<file path="config.mk">
export PLATFORM = sky130hd
export DESIGN_NAME = pwmcc_top
export DESIGN_NICKNAME = d
export VERILOG_FILES = /design/src/rtl/pwmcc_pkg.sv /design/src/rtl/pwmcc_top.sv
export SDC_FILE = /design/constraint.sdc
export NUM_CORES = 1
export LEC_CHECK = 0
export ABC_CLOCK_PERIOD_IN_PS = 3400
export BUFFER_PORTS_ARGS = -buffer_cell sky130_fd_sc_hd__buf_2
export CORE_MARGIN = 2
export CORE_UTILIZATION = 45
export CTS_BUF_LIST = sky130_fd_sc_hd__clkbuf_2 sky130_fd_sc_hd__clkbuf_4 sky130_fd_sc_hd__clkbuf_8
export CTS_CLUSTER_DIAMETER = 150
export CTS_CLUSTER_SIZE = 40
export DETAILED_ROUTE_END_ITERATION = 10
export HOLD_SLACK_MARGIN = 0.15
export PLACE_DENSITY_LB_ADDON = 0.08
export SYNTH_ARGS = -nofsm -noshare
export SYNTH_HDL_FRONTEND = slang
export SYNTH_SLANG_ARGS = --single-unit
</file>
<file path="constraint.sdc">
create_clock -name sys_clk -period 3.4 [get_ports sys_clk]
set_input_delay 0.68 -clock sys_clk [delete_from_list [all_inputs] [get_ports sys_clk]]
set_output_delay 0.68 -clock sys_clk [all_outputs]
set_load 0.1 [all_outputs]
</file>
<file path="src/rtl/pwmcc_pkg.sv">
// Package: register map, field layout, reset values and bus carrier of the PWM clock front end
package pwmcc_pkg;
	// ==========================================================
	// Register offsets
	localparam logic [7:0] OFS_CLOCK_CTRL    = 8'h40;
	localparam logic [7:0] OFS_SEL_POL       = 8'h41;
	localparam logic [7:0] OFS_CHAN_ENABLE   = 8'h42;
	localparam logic [7:0] OFS_PRESCALE      = 8'h43;
	localparam logic [7:0] OFS_SCALE_ZERO    = 8'h44;
	localparam logic [7:0] OFS_SCNT_ZERO     = 8'h45;
	localparam logic [7:0] OFS_SCALE_ONE     = 8'h46;
	localparam logic [7:0] OFS_SCNT_ONE      = 8'h47;
	localparam logic [7:0] OFS_TEST_CTRL     = 8'h55;
	// ==========================================================
	// Field positions
	localparam int POS_JOIN_HIGH   = 7;
	localparam int POS_JOIN_LOW    = 6;
	localparam int POS_CLKA_LSB    = 3;
	localparam int POS_CLKB_LSB    = 0;
	localparam int POS_SEL_LSB     = 4;
	localparam int POS_POL_LSB     = 0;
	localparam int POS_LOAD_INHIB  = 5;
	localparam int NUM_CHAN        = 4;
	localparam int PRESC_WIDTH     = 7;
	// ==========================================================
	// Reset values
	localparam logic [7:0] RST_BYTE      = 8'h00;
	localparam logic [6:0] RST_PRESC     = 7'h00;
	localparam logic [3:0] RST_NIBBLE    = 4'h0;
	localparam logic [2:0] RST_DIV       = 3'h0;
	// ==========================================================
	// Bus request carrier
	typedef struct packed {
		logic [7:0] addr;
		logic [7:0] wdata;
		logic       wr;
		logic       rd;
	} pwmcc_bus_s;
endpackage : pwmcc_pkg

</file>
<file path="src/rtl/pwmcc_top.sv">
// PWM clock generation, channel clock selection, join control and pin takeover
//
// Overview of operation
// - Join bit high pairs channels 2,3 as 16 bits, channel 2 upper byte.
// - Joined pair 2/3 drives pin 2, clocks from channel 3 select, frees pin 3.
// - Join bit low pairs 0,1: pin 0 drives, channel 1 select clocks, pin 1 freed.
// - Clock A, three-bit divide field, feeds only channels 0 and 1.
// - Clock B, own three-bit divide field, feeds only channels 2 and 3.
// - Divide code n gives input clock over two to the n; zero passes it.
// - Channels 2,3: select clear takes clock B, set takes scaled clock one.
// - Channels 0,1: select clear takes clock A, set takes scaled clock zero.
// - Changing a select while running may give one odd pulse; no glitch guard.
// - Polarity clear starts period low, rises at duty; set starts high, falls.
// - Duty counts low time with polarity clear, high time with it set.
// - Channel enable forces pin to output unless a join frees it, direction bit untouched, restored after.
// - Selected clock reaches channel only while enabled, gated on tick edges.
// - Prescale counter stops while all four enables are clear.
// - Waveform reaches pin when channel clock begins its next cycle after enable.
// - Prescale counter: free-running seven bits, readable, special-mode writable, top zero.
// - Scale zero write loads scaler counter zero unless special mode inhibits it.
// - Scaled clock zero is clock A over scale zero plus one, then halved.
// - Scaled clock one is clock B over scale one plus one, then halved.
// - Scaler counters count down, reload from scale value at zero, readable.
`timescale 1ns/100ps
`default_nettype none
module pwmcc_top (
	input  wire logic                   sys_clk,
	input  wire logic                   reset,
	input  wire pwmcc_pkg::pwmcc_bus_s  bus_req,
	output logic [7:0]                  rd_data,
	input  wire logic                   special_mode_flag,
	input  wire logic [3:0]             port_direction_bits,
	input  wire logic [3:0]             port_gpio_data,
	input  wire logic [3:0]             chan_period_start,
	input  wire logic [3:0]             chan_duty_match,
	output logic [3:0]                  chan_clk_tick,
	output logic                        join_pair_low,
	output logic                        join_pair_high,
	output logic [3:0]                  pin_out,
	output logic [3:0]                  pin_oe_n
);
	import pwmcc_pkg::*;

	// ==========================================================
	// Register state
	logic       join_high_reg;
	logic       join_low_reg;
	logic [2:0] clock_a_divide_field_reg;
	logic [2:0] clock_b_divide_field_reg;
	logic [3:0] scaled_select_reg;
	logic [3:0] start_high_reg;
	logic [3:0] chan_on_reg;
	logic [6:0] presc_reg;
	logic [7:0] scale_zero_reg;
	logic [7:0] scale_one_reg;
	logic [7:0] scnt_zero_reg;
	logic [7:0] scnt_one_reg;
	logic       half_zero_reg;
	logic       half_one_reg;
	logic       load_inhibit_reg;
	logic       special_mode_flag_meta_reg;
	logic       special_mode_flag_reg;
	logic [7:0] rd_data_reg;
	logic [3:0] tick_reg;
	logic [3:0] started_reg;
	logic [3:0] wave_reg;
	logic [3:0] pin_out_reg;
	logic [3:0] pin_oe_n_reg;

	// ==========================================================
	// Address decode
	wire wr_ctrl   = bus_req.wr && (bus_req.addr == OFS_CLOCK_CTRL);
	wire wr_selpol = bus_req.wr && (bus_req.addr == OFS_SEL_POL);
	wire wr_en     = bus_req.wr && (bus_req.addr == OFS_CHAN_ENABLE);
	wire wr_presc  = bus_req.wr && (bus_req.addr == OFS_PRESCALE);
	wire wr_scal0  = bus_req.wr && (bus_req.addr == OFS_SCALE_ZERO);
	wire wr_scal1  = bus_req.wr && (bus_req.addr == OFS_SCALE_ONE);
	wire wr_test   = bus_req.wr && (bus_req.addr == OFS_TEST_CTRL);
	wire load_ok   = !(special_mode_flag_reg && load_inhibit_reg);

	// ==========================================================
	// Prescaler taps
	// run only while any channel is on
	wire       presc_run = |chan_on_reg;
	wire [6:0] mask_a    = 7'((8'h01 << clock_a_divide_field_reg) - 8'h01);
	wire [6:0] mask_b    = 7'((8'h01 << clock_b_divide_field_reg) - 8'h01);
	// tick when the low n bits are all ones
	wire       tick_a    = presc_run && ((presc_reg & mask_a) == mask_a);
	wire       tick_b    = presc_run && ((presc_reg & mask_b) == mask_b);

	// ==========================================================
	// Scalers: reload at zero, halve on reload
	wire       reload0 = tick_a && (scnt_zero_reg == RST_BYTE);
	wire       reload1 = tick_b && (scnt_one_reg == RST_BYTE);
	wire       tick_s0 = reload0 && half_zero_reg;
	wire       tick_s1 = reload1 && half_one_reg;
	wire [7:0] scnt0_next = wr_scal0 && load_ok ? bus_req.wdata :
		reload0 ? scale_zero_reg : tick_a ? scnt_zero_reg - 8'h01 : scnt_zero_reg;
	wire [7:0] scnt1_next = wr_scal1 && load_ok ? bus_req.wdata :
		reload1 ? scale_one_reg : tick_b ? scnt_one_reg - 8'h01 : scnt_one_reg;

	// ==========================================================
	// Per-channel clock selection and pin logic
	logic [3:0] tick_next;
	logic [3:0] drive_pin;
	logic [3:0] pin_out_next;
	logic [3:0] wave_next;
	logic [3:0] started_next;
	genvar gi;
	generate
		for (gi = 0; gi < NUM_CHAN; gi++) begin : g_chan
			// joined pair follows the lower-byte channel select
			wire sel_src = (gi == 0 && join_low_reg) ? scaled_select_reg[1] :
				(gi == 2 && join_high_reg) ? scaled_select_reg[3] : scaled_select_reg[gi];
			// source by channel group; no switch guard
			wire src_tick = (gi < 2) ? (sel_src ? tick_s0 : tick_a) :
				(sel_src ? tick_s1 : tick_b);
			assign tick_next[gi] = src_tick && chan_on_reg[gi];
			// start on the first tick after enable
			assign started_next[gi] = chan_on_reg[gi] && (started_reg[gi] || src_tick);
			// period starts at polarity level, duty flips it
			assign wave_next[gi] = !chan_on_reg[gi] ? start_high_reg[gi] :
				chan_period_start[gi] ? start_high_reg[gi] :
				chan_duty_match[gi] ? !start_high_reg[gi] : wave_reg[gi];
			// lower-byte pin of a joined pair is released
			wire freed = (gi == 1 && join_low_reg) || (gi == 3 && join_high_reg);
			// enable forces output without touching direction
			assign drive_pin[gi] = chan_on_reg[gi] && !freed;
			assign pin_out_next[gi] = (drive_pin[gi] && started_reg[gi]) ?
				wave_reg[gi] : port_gpio_data[gi];
		end
	endgenerate

	// ==========================================================
	// Read mux
	logic [7:0] rd_mux;
	always_comb begin
		unique case (bus_req.addr)
			OFS_CLOCK_CTRL:  rd_mux = {join_high_reg, join_low_reg,
				clock_a_divide_field_reg, clock_b_divide_field_reg};
			OFS_SEL_POL:     rd_mux = {scaled_select_reg, start_high_reg};
			OFS_CHAN_ENABLE: rd_mux = {RST_NIBBLE, chan_on_reg};
			OFS_PRESCALE:    rd_mux = {1'b0, presc_reg};
			OFS_SCALE_ZERO:  rd_mux = scale_zero_reg;
			OFS_SCNT_ZERO:   rd_mux = scnt_zero_reg;
			OFS_SCALE_ONE:   rd_mux = scale_one_reg;
			OFS_SCNT_ONE:    rd_mux = scnt_one_reg;
			OFS_TEST_CTRL:   rd_mux = 8'(load_inhibit_reg) << POS_LOAD_INHIB;
			default:         rd_mux = RST_BYTE;
		endcase
	end

	// ==========================================================
	// Special mode flag synchroniser
	always_ff @(posedge sys_clk) begin
		special_mode_flag_meta_reg <= reset ? 1'b0 : special_mode_flag;
		special_mode_flag_reg      <= reset ? 1'b0 : special_mode_flag_meta_reg;
	end

	// ==========================================================
	// Control registers
	always_ff @(posedge sys_clk) begin
		if (reset) begin
			join_high_reg            <= 1'b0;
			join_low_reg             <= 1'b0;
			clock_a_divide_field_reg <= RST_DIV;
			clock_b_divide_field_reg <= RST_DIV;
			scaled_select_reg        <= RST_NIBBLE;
			start_high_reg           <= RST_NIBBLE;
			chan_on_reg              <= RST_NIBBLE;
			scale_zero_reg           <= RST_BYTE;
			scale_one_reg            <= RST_BYTE;
			load_inhibit_reg         <= 1'b0;
		end else begin
			if (wr_ctrl) begin
				join_high_reg            <= bus_req.wdata[POS_JOIN_HIGH];
				join_low_reg             <= bus_req.wdata[POS_JOIN_LOW];
				clock_a_divide_field_reg <= bus_req.wdata[POS_CLKA_LSB +: 3];
				clock_b_divide_field_reg <= bus_req.wdata[POS_CLKB_LSB +: 3];
			end
			if (wr_selpol) begin
				scaled_select_reg <= bus_req.wdata[POS_SEL_LSB +: 4];
				start_high_reg    <= bus_req.wdata[POS_POL_LSB +: 4];
			end
			if (wr_en) begin
				chan_on_reg <= bus_req.wdata[3:0];
			end
			if (wr_scal0) begin
				scale_zero_reg <= bus_req.wdata;
			end
			if (wr_scal1) begin
				scale_one_reg <= bus_req.wdata;
			end
			// Test bit writable in special mode, cleared in normal mode
			if (!special_mode_flag_reg) begin
				load_inhibit_reg <= 1'b0;
			end else if (wr_test) begin
				load_inhibit_reg <= bus_req.wdata[POS_LOAD_INHIB];
			end
		end
	end

	// ==========================================================
	// Prescale counter and scalers
	always_ff @(posedge sys_clk) begin
		if (reset) begin
			presc_reg     <= RST_PRESC;
			scnt_zero_reg <= RST_BYTE;
			scnt_one_reg  <= RST_BYTE;
			half_zero_reg <= 1'b0;
			half_one_reg  <= 1'b0;
		end else begin
			// writable only in special mode, else advances while any channel is on
			if (wr_presc && special_mode_flag_reg) begin
				presc_reg <= bus_req.wdata[6:0];
			end else if (presc_run) begin
				presc_reg <= presc_reg + 7'h01;
			end
			scnt_zero_reg <= scnt0_next;
			scnt_one_reg  <= scnt1_next;
			half_zero_reg <= half_zero_reg ^ reload0;
			half_one_reg  <= half_one_reg ^ reload1;
		end
	end

	// ==========================================================
	// Channel ticks, waveform levels, pins and read data
	always_ff @(posedge sys_clk) begin
		if (reset) begin
			tick_reg     <= RST_NIBBLE;
			started_reg  <= RST_NIBBLE;
			wave_reg     <= RST_NIBBLE;
			pin_out_reg  <= RST_NIBBLE;
			pin_oe_n_reg <= ~RST_NIBBLE;
			rd_data_reg  <= RST_BYTE;
		end else begin
			tick_reg     <= tick_next;
			started_reg  <= started_next;
			wave_reg     <= wave_next;
			pin_out_reg  <= pin_out_next;
			// Active-low enable: driven when forced or direction says output
			pin_oe_n_reg <= ~(drive_pin | port_direction_bits);
			rd_data_reg  <= bus_req.rd ? rd_mux : RST_BYTE;
		end
	end

	assign chan_clk_tick  = tick_reg;
	assign join_pair_low  = join_low_reg;
	assign join_pair_high = join_high_reg;
	assign pin_out        = pin_out_reg;
	assign pin_oe_n       = pin_oe_n_reg;
	assign rd_data        = rd_data_reg;

	// ==========================================================
	// Assertions
	prescale_stop_a: assert property (@(posedge sys_clk) disable iff (reset)
		(!presc_run && !wr_presc) |=> $stable(presc_reg))
		else $error("prescaler moved while all channels off");
	prescale_top_a: assert property (@(posedge sys_clk) disable iff (reset)
		(bus_req.rd && bus_req.addr == OFS_PRESCALE) |=> !rd_data[7])
		else $error("prescale top bit read as one");
	prescale_ro_a: assert property (@(posedge sys_clk) disable iff (reset)
		(wr_presc && !special_mode_flag_reg && !presc_run) |=> $stable(presc_reg))
		else $error("prescale written outside special mode");
	scale_load_a: assert property (@(posedge sys_clk) disable iff (reset)
		(wr_scal0 && load_ok) |=> scnt_zero_reg == $past(bus_req.wdata))
		else $error("scale write did not load scaler");
	tick_gate_a: assert property (@(posedge sys_clk) disable iff (reset)
		chan_clk_tick[2] |-> $past(chan_on_reg[2]))
		else $error("tick passed to disabled channel");
	force_out_a: assert property (@(posedge sys_clk) disable iff (reset)
		(chan_on_reg[0] && !wr_en) |=> !pin_oe_n[0])
		else $error("enabled pin not driven");
	release_low_a: assert property (@(posedge sys_clk) disable iff (reset)
		(join_low_reg && !wr_ctrl) |=> pin_oe_n[1] == !$past(port_direction_bits[1]))
		else $error("pin 1 not released when joined");
	release_high_a: assert property (@(posedge sys_clk) disable iff (reset)
		(join_high_reg && !wr_ctrl) |=> pin_oe_n[3] == !$past(port_direction_bits[3]))
		else $error("pin 3 not released when joined");
	clock_a_rate_a: assert property (@(posedge sys_clk) disable iff (reset)
		(tick_a && clock_a_divide_field_reg == 3'h1 && !wr_ctrl && !wr_presc) |=> !tick_a)
		else $error("clock A ticked too often");
	polarity_a: assert property (@(posedge sys_clk) disable iff (reset)
		(chan_on_reg[0] && chan_period_start[0]) |=> wave_reg[0] == $past(start_high_reg[0]))
		else $error("period did not start at polarity level");
	scaled_half_a: assert property (@(posedge sys_clk) disable iff (reset)
		tick_s0 |=> !half_zero_reg && !tick_s0)
		else $error("scaled clock zero not halved");
	tick_gate_low_a: assert property (@(posedge sys_clk) disable iff (reset)
		chan_clk_tick[0] |-> $past(chan_on_reg[0]))
		else $error("tick passed to disabled channel zero");
	join_clk_low_a: assert property (@(posedge sys_clk) disable iff (reset)
		(join_low_reg && chan_on_reg[0] && scaled_select_reg[1])
			|=> chan_clk_tick[0] == $past(tick_s0))
		else $error("joined low pair ignored channel one select");
	join_clk_high_a: assert property (@(posedge sys_clk) disable iff (reset)
		(join_high_reg && chan_on_reg[2] && !scaled_select_reg[3])
			|=> chan_clk_tick[2] == $past(tick_b))
		else $error("joined high pair ignored channel three select");
	scaled_one_sel_a: assert property (@(posedge sys_clk) disable iff (reset)
		(chan_on_reg[3] && scaled_select_reg[3]) |=> chan_clk_tick[3] == $past(tick_s1))
		else $error("channel three not fed from scaled clock one");
	clock_a_sel_a: assert property (@(posedge sys_clk) disable iff (reset)
		(chan_on_reg[1] && !scaled_select_reg[1]) |=> chan_clk_tick[1] == $past(tick_a))
		else $error("channel one not fed from clock A");
	oe_follow_dir_a: assert property (@(posedge sys_clk) disable iff (reset)
		!chan_on_reg[2] |=> pin_oe_n[2] == !$past(port_direction_bits[2]))
		else $error("disabled pin ignored its direction bit");
	pin_gpio_a: assert property (@(posedge sys_clk) disable iff (reset)
		!started_reg[0] |=> pin_out[0] == $past(port_gpio_data[0]))
		else $error("wave reached pin before first channel tick");
	scaler_reload_a: assert property (@(posedge sys_clk) disable iff (reset)
		(reload0 && !wr_scal0) |=> scnt_zero_reg == $past(scale_zero_reg))
		else $error("scaler zero did not reload");
	scaler_down_a: assert property (@(posedge sys_clk) disable iff (reset)
		(tick_a && !reload0 && !wr_scal0)
			|=> scnt_zero_reg == 8'($past(scnt_zero_reg) - 8'h01))
		else $error("scaler zero did not count down");
	prescale_step_a: assert property (@(posedge sys_clk) disable iff (reset)
		(presc_run && !wr_presc) |=> presc_reg == 7'($past(presc_reg) + 7'h01))
		else $error("prescaler did not advance by one");
	load_inhibit_a: assert property (@(posedge sys_clk) disable iff (reset)
		(wr_scal0 && !load_ok && !tick_a) |=> $stable(scnt_zero_reg))
		else $error("inhibited scale write loaded scaler");
	scaled_half_one_a: assert property (@(posedge sys_clk) disable iff (reset)
		tick_s1 |=> !half_one_reg && !tick_s1)
		else $error("scaled clock one not halved");
endmodule : pwmcc_top
`default_nettype wire

</file>
==> metrics.txt, run 1 <==
# TYPE chip_impl_metric gauge
chip_impl_metric{name="synth.top_cell.area_share",unit="%"} 39.03
chip_impl_metric{name="layout.nets",unit=""} 675
chip_impl_metric{name="setup_total_negative_slack",unit="ns"} 0
chip_impl_metric{name="die-width",unit="µm"} 106.4
chip_impl_metric{name="vdd.ir_drop.worst",unit="mV"} 0.2301
chip_impl_metric{name="design.core.area",unit="µm²"} 10230
chip_impl_metric{name="final_antenna_net_count",unit=""} 0
chip_impl_metric{name="yosysSeqAreaShare",unit="%"} 39.03
chip_impl_info{name="worstSetupPathType",value="reg -> reg"} 1
chip_impl_metric{name="power.density_cell_area",unit="nW/µm²"} 379.8
chip_impl_metric{name="wl",unit="µm"} 15530
chip_impl_metric{name="drcViolationCount",unit=""} 0
chip_impl_metric{name="yosysWarnings",unit=""} 0
chip_impl_metric{name="drt-pass1-iter-count",unit=""} 7
chip_impl_metric{name="chipHeight",unit="µm"} 106.4
chip_impl_metric{name="static-leakage-power",unit="µW"} 0.001972
chip_impl_metric{name="synth_cells",unit=""} 592
chip_impl_metric{name="worst-endpoint-arrival",unit="ns"} 3.11
chip_impl_metric{name="grt_util_met3",unit="%"} 4.047
chip_impl_metric{name="areaGrowthSynthToFinish",unit="%"} 11.83
chip_impl_metric{name="grt_antenna_before_repair",unit=""} 0
chip_impl_metric{name="clk-insertion-delay-late",unit="ns"} 0.38
chip_impl_info{name="run_status",value="completed"} 1
chip_impl_metric{name="fmaxAchievable",unit="MHz"} 353.6
chip_impl_metric{name="fp-row-count",unit=""} 37
chip_impl_metric{name="area_of_the_multi_input_gates",unit="µm²"} 2645
chip_impl_metric{name="fin_worst_skew",unit="ns"} 0.01346
chip_impl_metric{name="via_count_of_the_first_global_routing_pass",unit=""} 4196
chip_impl_metric{name="cp_max_fo",unit=""} 13
chip_impl_metric{name="grt-ovfl-total",unit=""} 0
chip_impl_metric{name="critical_path_required",unit="ns"} 3.68
chip_impl_metric{name="share_of_cells_above_drive_strength_1",unit="%"} 15.12
chip_impl_metric{name="totalPowerFinal",unit="µW"} 2004
chip_impl_metric{name="fin_cells",unit=""} 771
chip_impl_info{name="gr-max-usage-layer",value="met2"} 1
chip_impl_metric{name="place.gp.congestion",unit=""} 0.9019
chip_impl_info{name="worst_setup_path_start_kind",value="flip-flop"} 1
chip_impl_info{name="hold_path_class",value="reg -> reg"} 1
chip_impl_metric{name="htree_num_levels",unit=""} 3
chip_impl_metric{name="async_reset_ff_share",unit="%"} 0
chip_impl_metric{name="slew_violations",unit=""} 0
chip_impl_metric{name="grt.total_usage",unit="%"} 28.20
chip_impl_metric{name="overall_die_area",unit="µm²"} 11320
chip_impl_metric{name="syn_area_per_cell",unit="µm²"} 7.970
chip_impl_info{name="yosys_most_used_dff",value="dfxtp_1"} 1
chip_impl_metric{name="synth_cell_types",unit=""} 67
chip_impl_info{name="critical_path_end_type",value="flip-flop"} 1
chip_impl_metric{name="max_cap_viol_count",unit=""} 0
chip_impl_info{name="unrepaired_setup_endpoints_after_global_routing",value="no"} 1
chip_impl_metric{name="synth-edff-count",unit=""} 0
chip_impl_metric{name="timing.final.hold_violations",unit=""} 0
chip_impl_metric{name="placed_cells",unit=""} 756
chip_impl_metric{name="report.final.setup_viol",unit=""} 0
chip_impl_metric{name="number_of_buffers_created_by_cts",unit=""} 9
chip_impl_metric{name="tightest_slew",unit="ns"} 0.6189
chip_impl_metric{name="clk_transition_reported_paths",unit="ns"} 0.09
chip_impl_metric{name="max_root_sink_buffers",unit=""} 2
chip_impl_metric{name="cts.repair.resized",unit=""} 0
chip_impl_metric{name="detailroute.via_count",unit=""} 4650
chip_impl_metric{name="grt.met2_usage",unit="%"} 43.96
chip_impl_metric{name="place.detailed.hpwl",unit="µm"} 10960
chip_impl_metric{name="slew_headroom",unit="%"} 58.36
chip_impl_metric{name="cts_num_sinks",unit=""} 92
chip_impl_metric{name="drt_via_density",unit=""} 6.031
chip_impl_info{name="clock-root-buffer",value="clkbuf_8"} 1
chip_impl_metric{name="initial_utilization",unit="%"} 46.12
chip_impl_metric{name="i_o_pin_cnt",unit=""} 59
chip_impl_info{name="synth.largest_area_cell",value="dfxtp_1"} 1
chip_impl_metric{name="final.period_utilization",unit="%"} 83.17
chip_impl_metric{name="number_of_antenna_cells_inserted",unit=""} 0
chip_impl_metric{name="global_route_track_usage_on_met1",unit="%"} 39.88
chip_impl_metric{name="final-seq-area",unit="µm²"} 1842
chip_impl_metric{name="final.min_clock_period",unit="ns"} 2.828
chip_impl_metric{name="grt_first_pass_wirelength",unit="µm"} 23960
chip_impl_metric{name="grt_max_degree",unit=""} 40
chip_impl_info{name="synthTopCellsByArea",value="dfxtp_1 39%, a21oi_1 6.2%, nand2_1 5.6%"} 1
chip_impl_metric{name="detail_route.wl_per_cell",unit="µm"} 20.15
chip_impl_info{name="tritoncts",value="yes"} 1
chip_impl_metric{name="post_synthesis_sequential_element_count",unit=""} 92
chip_impl_metric{name="syn-cell-area",unit="µm²"} 4718
chip_impl_metric{name="drt_iter0_markers",unit=""} 465
chip_impl_metric{name="post-cts-setup-buffers",unit=""} 0
chip_impl_metric{name="synth_nets",unit=""} 636
chip_impl_metric{name="finalCoreUtilization",unit="%"} 51.57
chip_impl_metric{name="cts.hold.buffers_added",unit=""} 0
chip_impl_metric{name="port-buffer-count",unit=""} 58
chip_impl_metric{name="layout.filler_cells",unit=""} 1005
-- synth_stat cells, types with 4 or more instances --
master / n
a211oi_1: 12
a21oi_1: 58
a221oi_1: 5
a222oi_1: 7
a22oi_1: 6
a2bb2oi_1: 4
a311oi_1: 4
a31oi_1: 5
and3_1: 9
clkbuf_1: 30
dfxtp_1: 92
ha_1: 7
inv_1: 14
mux2i_1: 25
nand2_1: 71
nand3_1: 42
nor2_1: 67
nor2b_1: 13
nor3_1: 12
nor3b_1: 4
nor4_1: 6
o21ai_0: 17
o21ai_1: 5
o2bb2ai_1: 4
or2_2: 4
xnor2_1: 5
xor2_1: 4
-- worst max-delay path, cell delays in order (launching register included) --
cell and delay, ns:
dfxtp_1 0.44, or3_1 0.40, ha_1 0.26, nor3_1 0.13, o21ai_0 0.09, a21oi_1 0.47, or2_1 0.29, nor2_1 0.08
ha_1 0.21, nand2_1 0.07, o21ai_1 0.08, o211a_1 0.22
-- cell usage in the layout (no fill, tap or decap), types with 12 or more instances in the layout --
| cell type | netlist | routed |
|---|---|---|
| a211oi_1 | 12 | 12 |
| buf_2 | 3 | 58 |
| o21ai_0 | 17 | 17 |
| nor3_1 | 12 | 12 |
| nor2_1 | 67 | 67 |
| dfxtp_1 | 92 | 92 |
| nand3_1 | 42 | 42 |
| nand2_1 | 71 | 71 |
| nor2b_1 | 13 | 13 |
| inv_1 | 14 | 14 |
| a21oi_1 | 58 | 58 |
| mux2i_1 | 25 | 25 |
-- per-layer routing --
layer  vias to the layer above  wire, µm
met5                         -         0
met4                         0       309
met3                        26      1061
met2                       178      7227
met1                      2228      6933
li1                       2218         -
-- layout make-up --
| cell class | instances | share of cell area (%) |
|---|---|---|
| Multi-Input combinational cell | 445 | 50.13 |
| Sequential cell | 92 | 34.91 |
| Timing Repair Buffer | 69 | 7.067 |
| Tap cell | 136 | 3.225 |
| Clock buffer | 10 | 2.490 |
| Clock inverter | 5 | 1.186 |
| Inverter | 14 | 0.9960 |
-- worst paths after layout --
check | endpoint | slack [ns] | cells after the start | start
min | special_mode_flag_reg$_SDFF_PP0_ | 0.45 | 1 | special_mode_flag_meta_reg$_SDFF_PP0_
max reg2reg | started_reg[1]$_SDFF_PP0_ | 0.57 | 11 | clock_a_divide_field_reg[2]$_SDFFE_PP0P_
max | started_reg[1]$_SDFF_PP0_ | 0.57 | 11 | clock_a_divide_field_reg[2]$_SDFFE_PP0P_
min reg2reg | special_mode_flag_reg$_SDFF_PP0_ | 0.45 | 1 | special_mode_flag_meta_reg$_SDFF_PP0_
-- report_power, final --
group          switching [µW]  total, µW  internal, µW
Clock                     414        762           348
Combinational             116        154          37.1
Sequential               4.01       1090          1080
-- stage by stage --
step	hold slack [ns]	area [µm²]	setup slack, ns
finish	0.4547	5276	0.5723
CTS	0.4549	5276	0.5682
floorplan	0.4138	4718	0.8802
detailed placement	0.4333	5082	0.5956
global route	0.4770	5276	0.2570
global placement	0.4161	5082	0.6713
-- cells by family after synthesis --
group,Yosys count,share of synthesized area (%)
simple gates,252,25.67
compound gates,151,21.32
flops,92,39.03
buf+inv,55,4.906
mux,26,5.542
xor+xnor,9,1.671
fa+ha+maj,7,1.856
Note: power is estimated with default switching activity, not from simulation.
==> run 2, diff against run 1 <==
- ABC_AREA: unset -> 1
- ABC_CLOCK_PERIOD_IN_PS: 3400 -> 2850
- clock period: 3.4 -> 2.85 ns (I/O delays scaled with it)
==> run 2 against run 1 <==
  * Clock power increased by 2%
  * Sequential share of layout area decreased by 0.93 points
  * Via count increased by 5.8%
  * Setup slack got worse by 0.18 ns
  * Cell area increased by 2.7%
==> metrics.txt, run 2 <==
# TYPE chip_impl_metric gauge
chip_impl_info{name="layout_common_cells",value="126 x nand2_1, 98 x inv_1, 92 x dfxtp_1, 81 x a21oi_1"} 1
chip_impl_metric{name="timing.final.hold_violations",unit=""} 0
chip_impl_metric{name="grt.met2_usage",unit="%"} 43.08
chip_impl_metric{name="chipHeight",unit="µm"} 108.1
chip_impl_info{name="mostFrequentLayoutCell",value="nand2_1"} 1
chip_impl_metric{name="wl",unit="µm"} 14880
chip_impl_metric{name="port-buffer-count",unit=""} 58
chip_impl_metric{name="place.detailed.hpwl",unit="µm"} 11220
chip_impl_info{name="yosys-top-cells-count",value="126 x nand2_1, 98 x inv_1, 92 x dfxtp_1"} 1
chip_impl_metric{name="via_count_of_the_first_global_routing_pass",unit=""} 4445
chip_impl_metric{name="fmaxAchievable",unit="MHz"} 407.6
chip_impl_metric{name="synth_cell_types",unit=""} 43
chip_impl_metric{name="vdd.ir_drop.worst",unit="mV"} 0.1867
chip_impl_metric{name="grt.total_usage",unit="%"} 26.45
chip_impl_metric{name="number_of_buffers_created_by_cts",unit=""} 9
chip_impl_info{name="worst_setup_path_start_kind",value="flip-flop"} 1
chip_impl_info{name="synth.most_common_cell",value="nand2_1"} 1
chip_impl_metric{name="initial_utilization",unit="%"} 45.57
chip_impl_metric{name="drt_iter0_markers",unit=""} 377
chip_impl_metric{name="share_of_cells_above_drive_strength_1",unit="%"} 15.79
chip_impl_metric{name="design.core.area",unit="µm²"} 10700
chip_impl_metric{name="max_root_sink_buffers",unit=""} 2
chip_impl_metric{name="setup_total_negative_slack",unit="ns"} 0
chip_impl_metric{name="final.setup.worst_slack",unit="ns"} 0.3964
chip_impl_metric{name="slew_headroom",unit="%"} 65.12
chip_impl_info{name="synth.largest_area_cell",value="dfxtp_1"} 1
chip_impl_metric{name="synth.top_cell.area_share",unit="%"} 37.78
chip_impl_metric{name="final.min_clock_period",unit="ns"} 2.454
chip_impl_metric{name="critical_path_required",unit="ns"} 3.16
chip_impl_metric{name="fin_worst_skew",unit="ns"} 0.008905
chip_impl_metric{name="placed_cells",unit=""} 885
chip_impl_metric{name="final_antenna_net_count",unit=""} 0
chip_impl_metric{name="detailroute.via_count",unit=""} 4922
chip_impl_metric{name="drcViolationCount",unit=""} 0
chip_impl_metric{name="layout.nets",unit=""} 800
chip_impl_metric{name="die-width",unit="µm"} 108.1
chip_impl_metric{name="global_route_track_usage_on_met1",unit="%"} 35.22
chip_impl_metric{name="static-leakage-power",unit="µW"} 0.002155
chip_impl_metric{name="max_cap_viol_count",unit=""} 0
chip_impl_metric{name="report.final.setup_viol",unit=""} 0
chip_impl_metric{name="grt_max_degree",unit=""} 32
chip_impl_metric{name="power.density_cell_area",unit="nW/µm²"} 423.6
chip_impl_metric{name="drt-pass1-iter-count",unit=""} 6
chip_impl_metric{name="worst-endpoint-arrival",unit="ns"} 2.76
chip_impl_metric{name="grt_util_met3",unit="%"} 3.315
chip_impl_metric{name="cts.hold.buffers_added",unit=""} 0
chip_impl_metric{name="async_reset_ff_share",unit="%"} 0
chip_impl_metric{name="hold_depth",unit=""} 2
chip_impl_metric{name="htree_num_levels",unit=""} 3
chip_impl_metric{name="final.period_utilization",unit="%"} 86.09
chip_impl_metric{name="i_o_pin_cnt",unit=""} 59
chip_impl_metric{name="timing.reg2reg.worst_path_depth",unit=""} 16
chip_impl_metric{name="areaGrowthSynthToFinish",unit="%"} 11.19
chip_impl_metric{name="layout.filler_cells",unit=""} 1099
chip_impl_metric{name="tightest_slew",unit="ns"} 0.5217
chip_impl_info{name="worstSetupPathType",value="reg -> reg"} 1
chip_impl_metric{name="grt-ovfl-total",unit=""} 0
chip_impl_info{name="run_status",value="completed"} 1
chip_impl_metric{name="post_synthesis_sequential_element_count",unit=""} 92
chip_impl_metric{name="overall_die_area",unit="µm²"} 11680
chip_impl_metric{name="synth-edff-count",unit=""} 0
chip_impl_metric{name="syn-cell-area",unit="µm²"} 4875
chip_impl_metric{name="yosysWarnings",unit=""} 0
chip_impl_metric{name="number_of_antenna_cells_inserted",unit=""} 0
chip_impl_metric{name="synth_nets",unit=""} 746
chip_impl_metric{name="clk-insertion-delay-late",unit="ns"} 0.37
chip_impl_metric{name="grt_antenna_before_repair",unit=""} 0
chip_impl_metric{name="cp_max_fo",unit=""} 14
chip_impl_info{name="clock-root-buffer",value="clkbuf_8"} 1
chip_impl_metric{name="hold-worst-slack",unit="ns"} 0.3773
chip_impl_info{name="hold_path_class",value="in -> reg"} 1
chip_impl_metric{name="detail_route.wl_per_cell",unit="µm"} 16.53
chip_impl_info{name="yosys_most_used_dff",value="dfxtp_1"} 1
chip_impl_metric{name="cts_num_sinks",unit=""} 92
chip_impl_metric{name="fp-row-count",unit=""} 38
chip_impl_metric{name="finalCoreUtilization",unit="%"} 50.67
chip_impl_metric{name="fin_cells",unit=""} 900
chip_impl_info{name="gr-max-usage-layer",value="met2"} 1
chip_impl_metric{name="place.gp.congestion",unit=""} 0.9440
chip_impl_info{name="tritoncts",value="yes"} 1
chip_impl_metric{name="cts.repair.resized",unit=""} 0
chip_impl_metric{name="pre_cts_ws",unit="ns"} 0.4397
chip_impl_info{name="unrepaired_setup_endpoints_after_global_routing",value="no"} 1
chip_impl_metric{name="clk_transition_reported_paths",unit="ns"} 0.09
chip_impl_metric{name="grt_first_pass_wirelength",unit="µm"} 23570
chip_impl_metric{name="syn_area_per_cell",unit="µm²"} 6.944
chip_impl_metric{name="slew_violations",unit=""} 0
chip_impl_metric{name="yosysSeqAreaShare",unit="%"} 37.78
chip_impl_metric{name="synth_cells",unit=""} 702
chip_impl_metric{name="post-cts-setup-buffers",unit=""} 0
chip_impl_info{name="critical_path_end_type",value="flip-flop"} 1
chip_impl_metric{name="drt_via_density",unit=""} 5.469
chip_impl_info{name="synthTopCellsByArea",value="dfxtp_1 38%, nand2_1 9.7%, a21oi_1 8.3%"} 1
run 2: cell count changes in the layout (fill, tap and decap cells not counted), sizes merged, moves of 8 or more:
cell	delta
and3	-9
o22ai	+24
nand2	+61
nand4	+14
mux2i	-25
nor2b	-13
o21ai	+46
a21oi	+23
inv	+98
a211oi	-13
buf	-8
run 2: metal layers:
layer  share of wire [%]  up-vias
met5                   0        -
met4                 2.9        0
met3                 6.4       35
met2                  47      196
met1                  44     2253
li1                    -     2438
run 2: logic make-up (layout without fill, tap and decap cells):
kind of cell,Yosys count,after routing,share of synthesized area (%)
xor gates and xnor gates,12,12,2.156
and+or+nand+nor,267,267,26.00
DFF,92,92,37.78
buffers and inverters,133,191,11.01
AOI/OAI and AO/OA,191,191,21.25
adders and majority gates,7,7,1.797
run 2: area by class of cell:
| cell class | instances | area, µm² | area share (%) |
|---|---|---|---|
| clock inverter | 6 | 32.53 | 0.6002 |
| sequential | 92 | 1842 | 33.98 |
| tap | 140 | 175.2 | 3.232 |
| timing repair buffer | 61 | 312.8 | 5.771 |
| clock buffer | 9 | 123.9 | 2.285 |
| inverter | 115 | 437.9 | 8.079 |
| multi-input combinational | 477 | 2496 | 46.05 |
run 2: path summary, 6_finish.rpt:
kind                                                                from                                to  slack (ns)
worst max-delay path            clock_a_divide_field_reg[2]$_SDFFE_PP0P_         started_reg[0]$_SDFF_PP0_        0.40
worst min-delay path                              port_direction_bits[0]            pin_oe_n[0]$_SDFF_PP1_        0.38
worst max register to register  clock_a_divide_field_reg[2]$_SDFFE_PP0P_         started_reg[0]$_SDFF_PP0_        0.40
worst min register to register     special_mode_flag_meta_reg$_SDFF_PP0_  special_mode_flag_reg$_SDFF_PP0_        0.41
run 2: through the flow:
stage / power [µW] / area, µm²
6_report: 2296 / 5420
5_1_grt: 2376 / 5420
4_1_cts: 2306 / 5420
3_5_place_dp: 1544 / 5264
3_3_place_gp: 1541 / 5264
2_1_floorplan: 1465 / 4875
run 2: worst max-delay path, stage by stage, from the launching register on:
cell and delay [ns]:
dfxtp_1 0.57, inv_4 0.09, nand3_1 0.12, ha_1 0.26, nand4_1 0.11, nand2_1 0.08, inv_1 0.04, nand2_1 0.06
nand2_2 0.09, nor2_8 0.23, nand3_2 0.18, inv_1 0.09, ha_1 0.14, inv_1 0.05, o21ai_2 0.13, nand3_2 0.09
o21ai_2 0.06
run 2: report_power, final:
part | internal (µW) | switching, µW | leakage [µW]
Combinational | 54.5 | 159 | 0.00133
Sequential | 1300 | 5.85 | 0.000744
Clock | 305 | 475 | 0.0000844
Total | 1660 | 640 | 0.00216
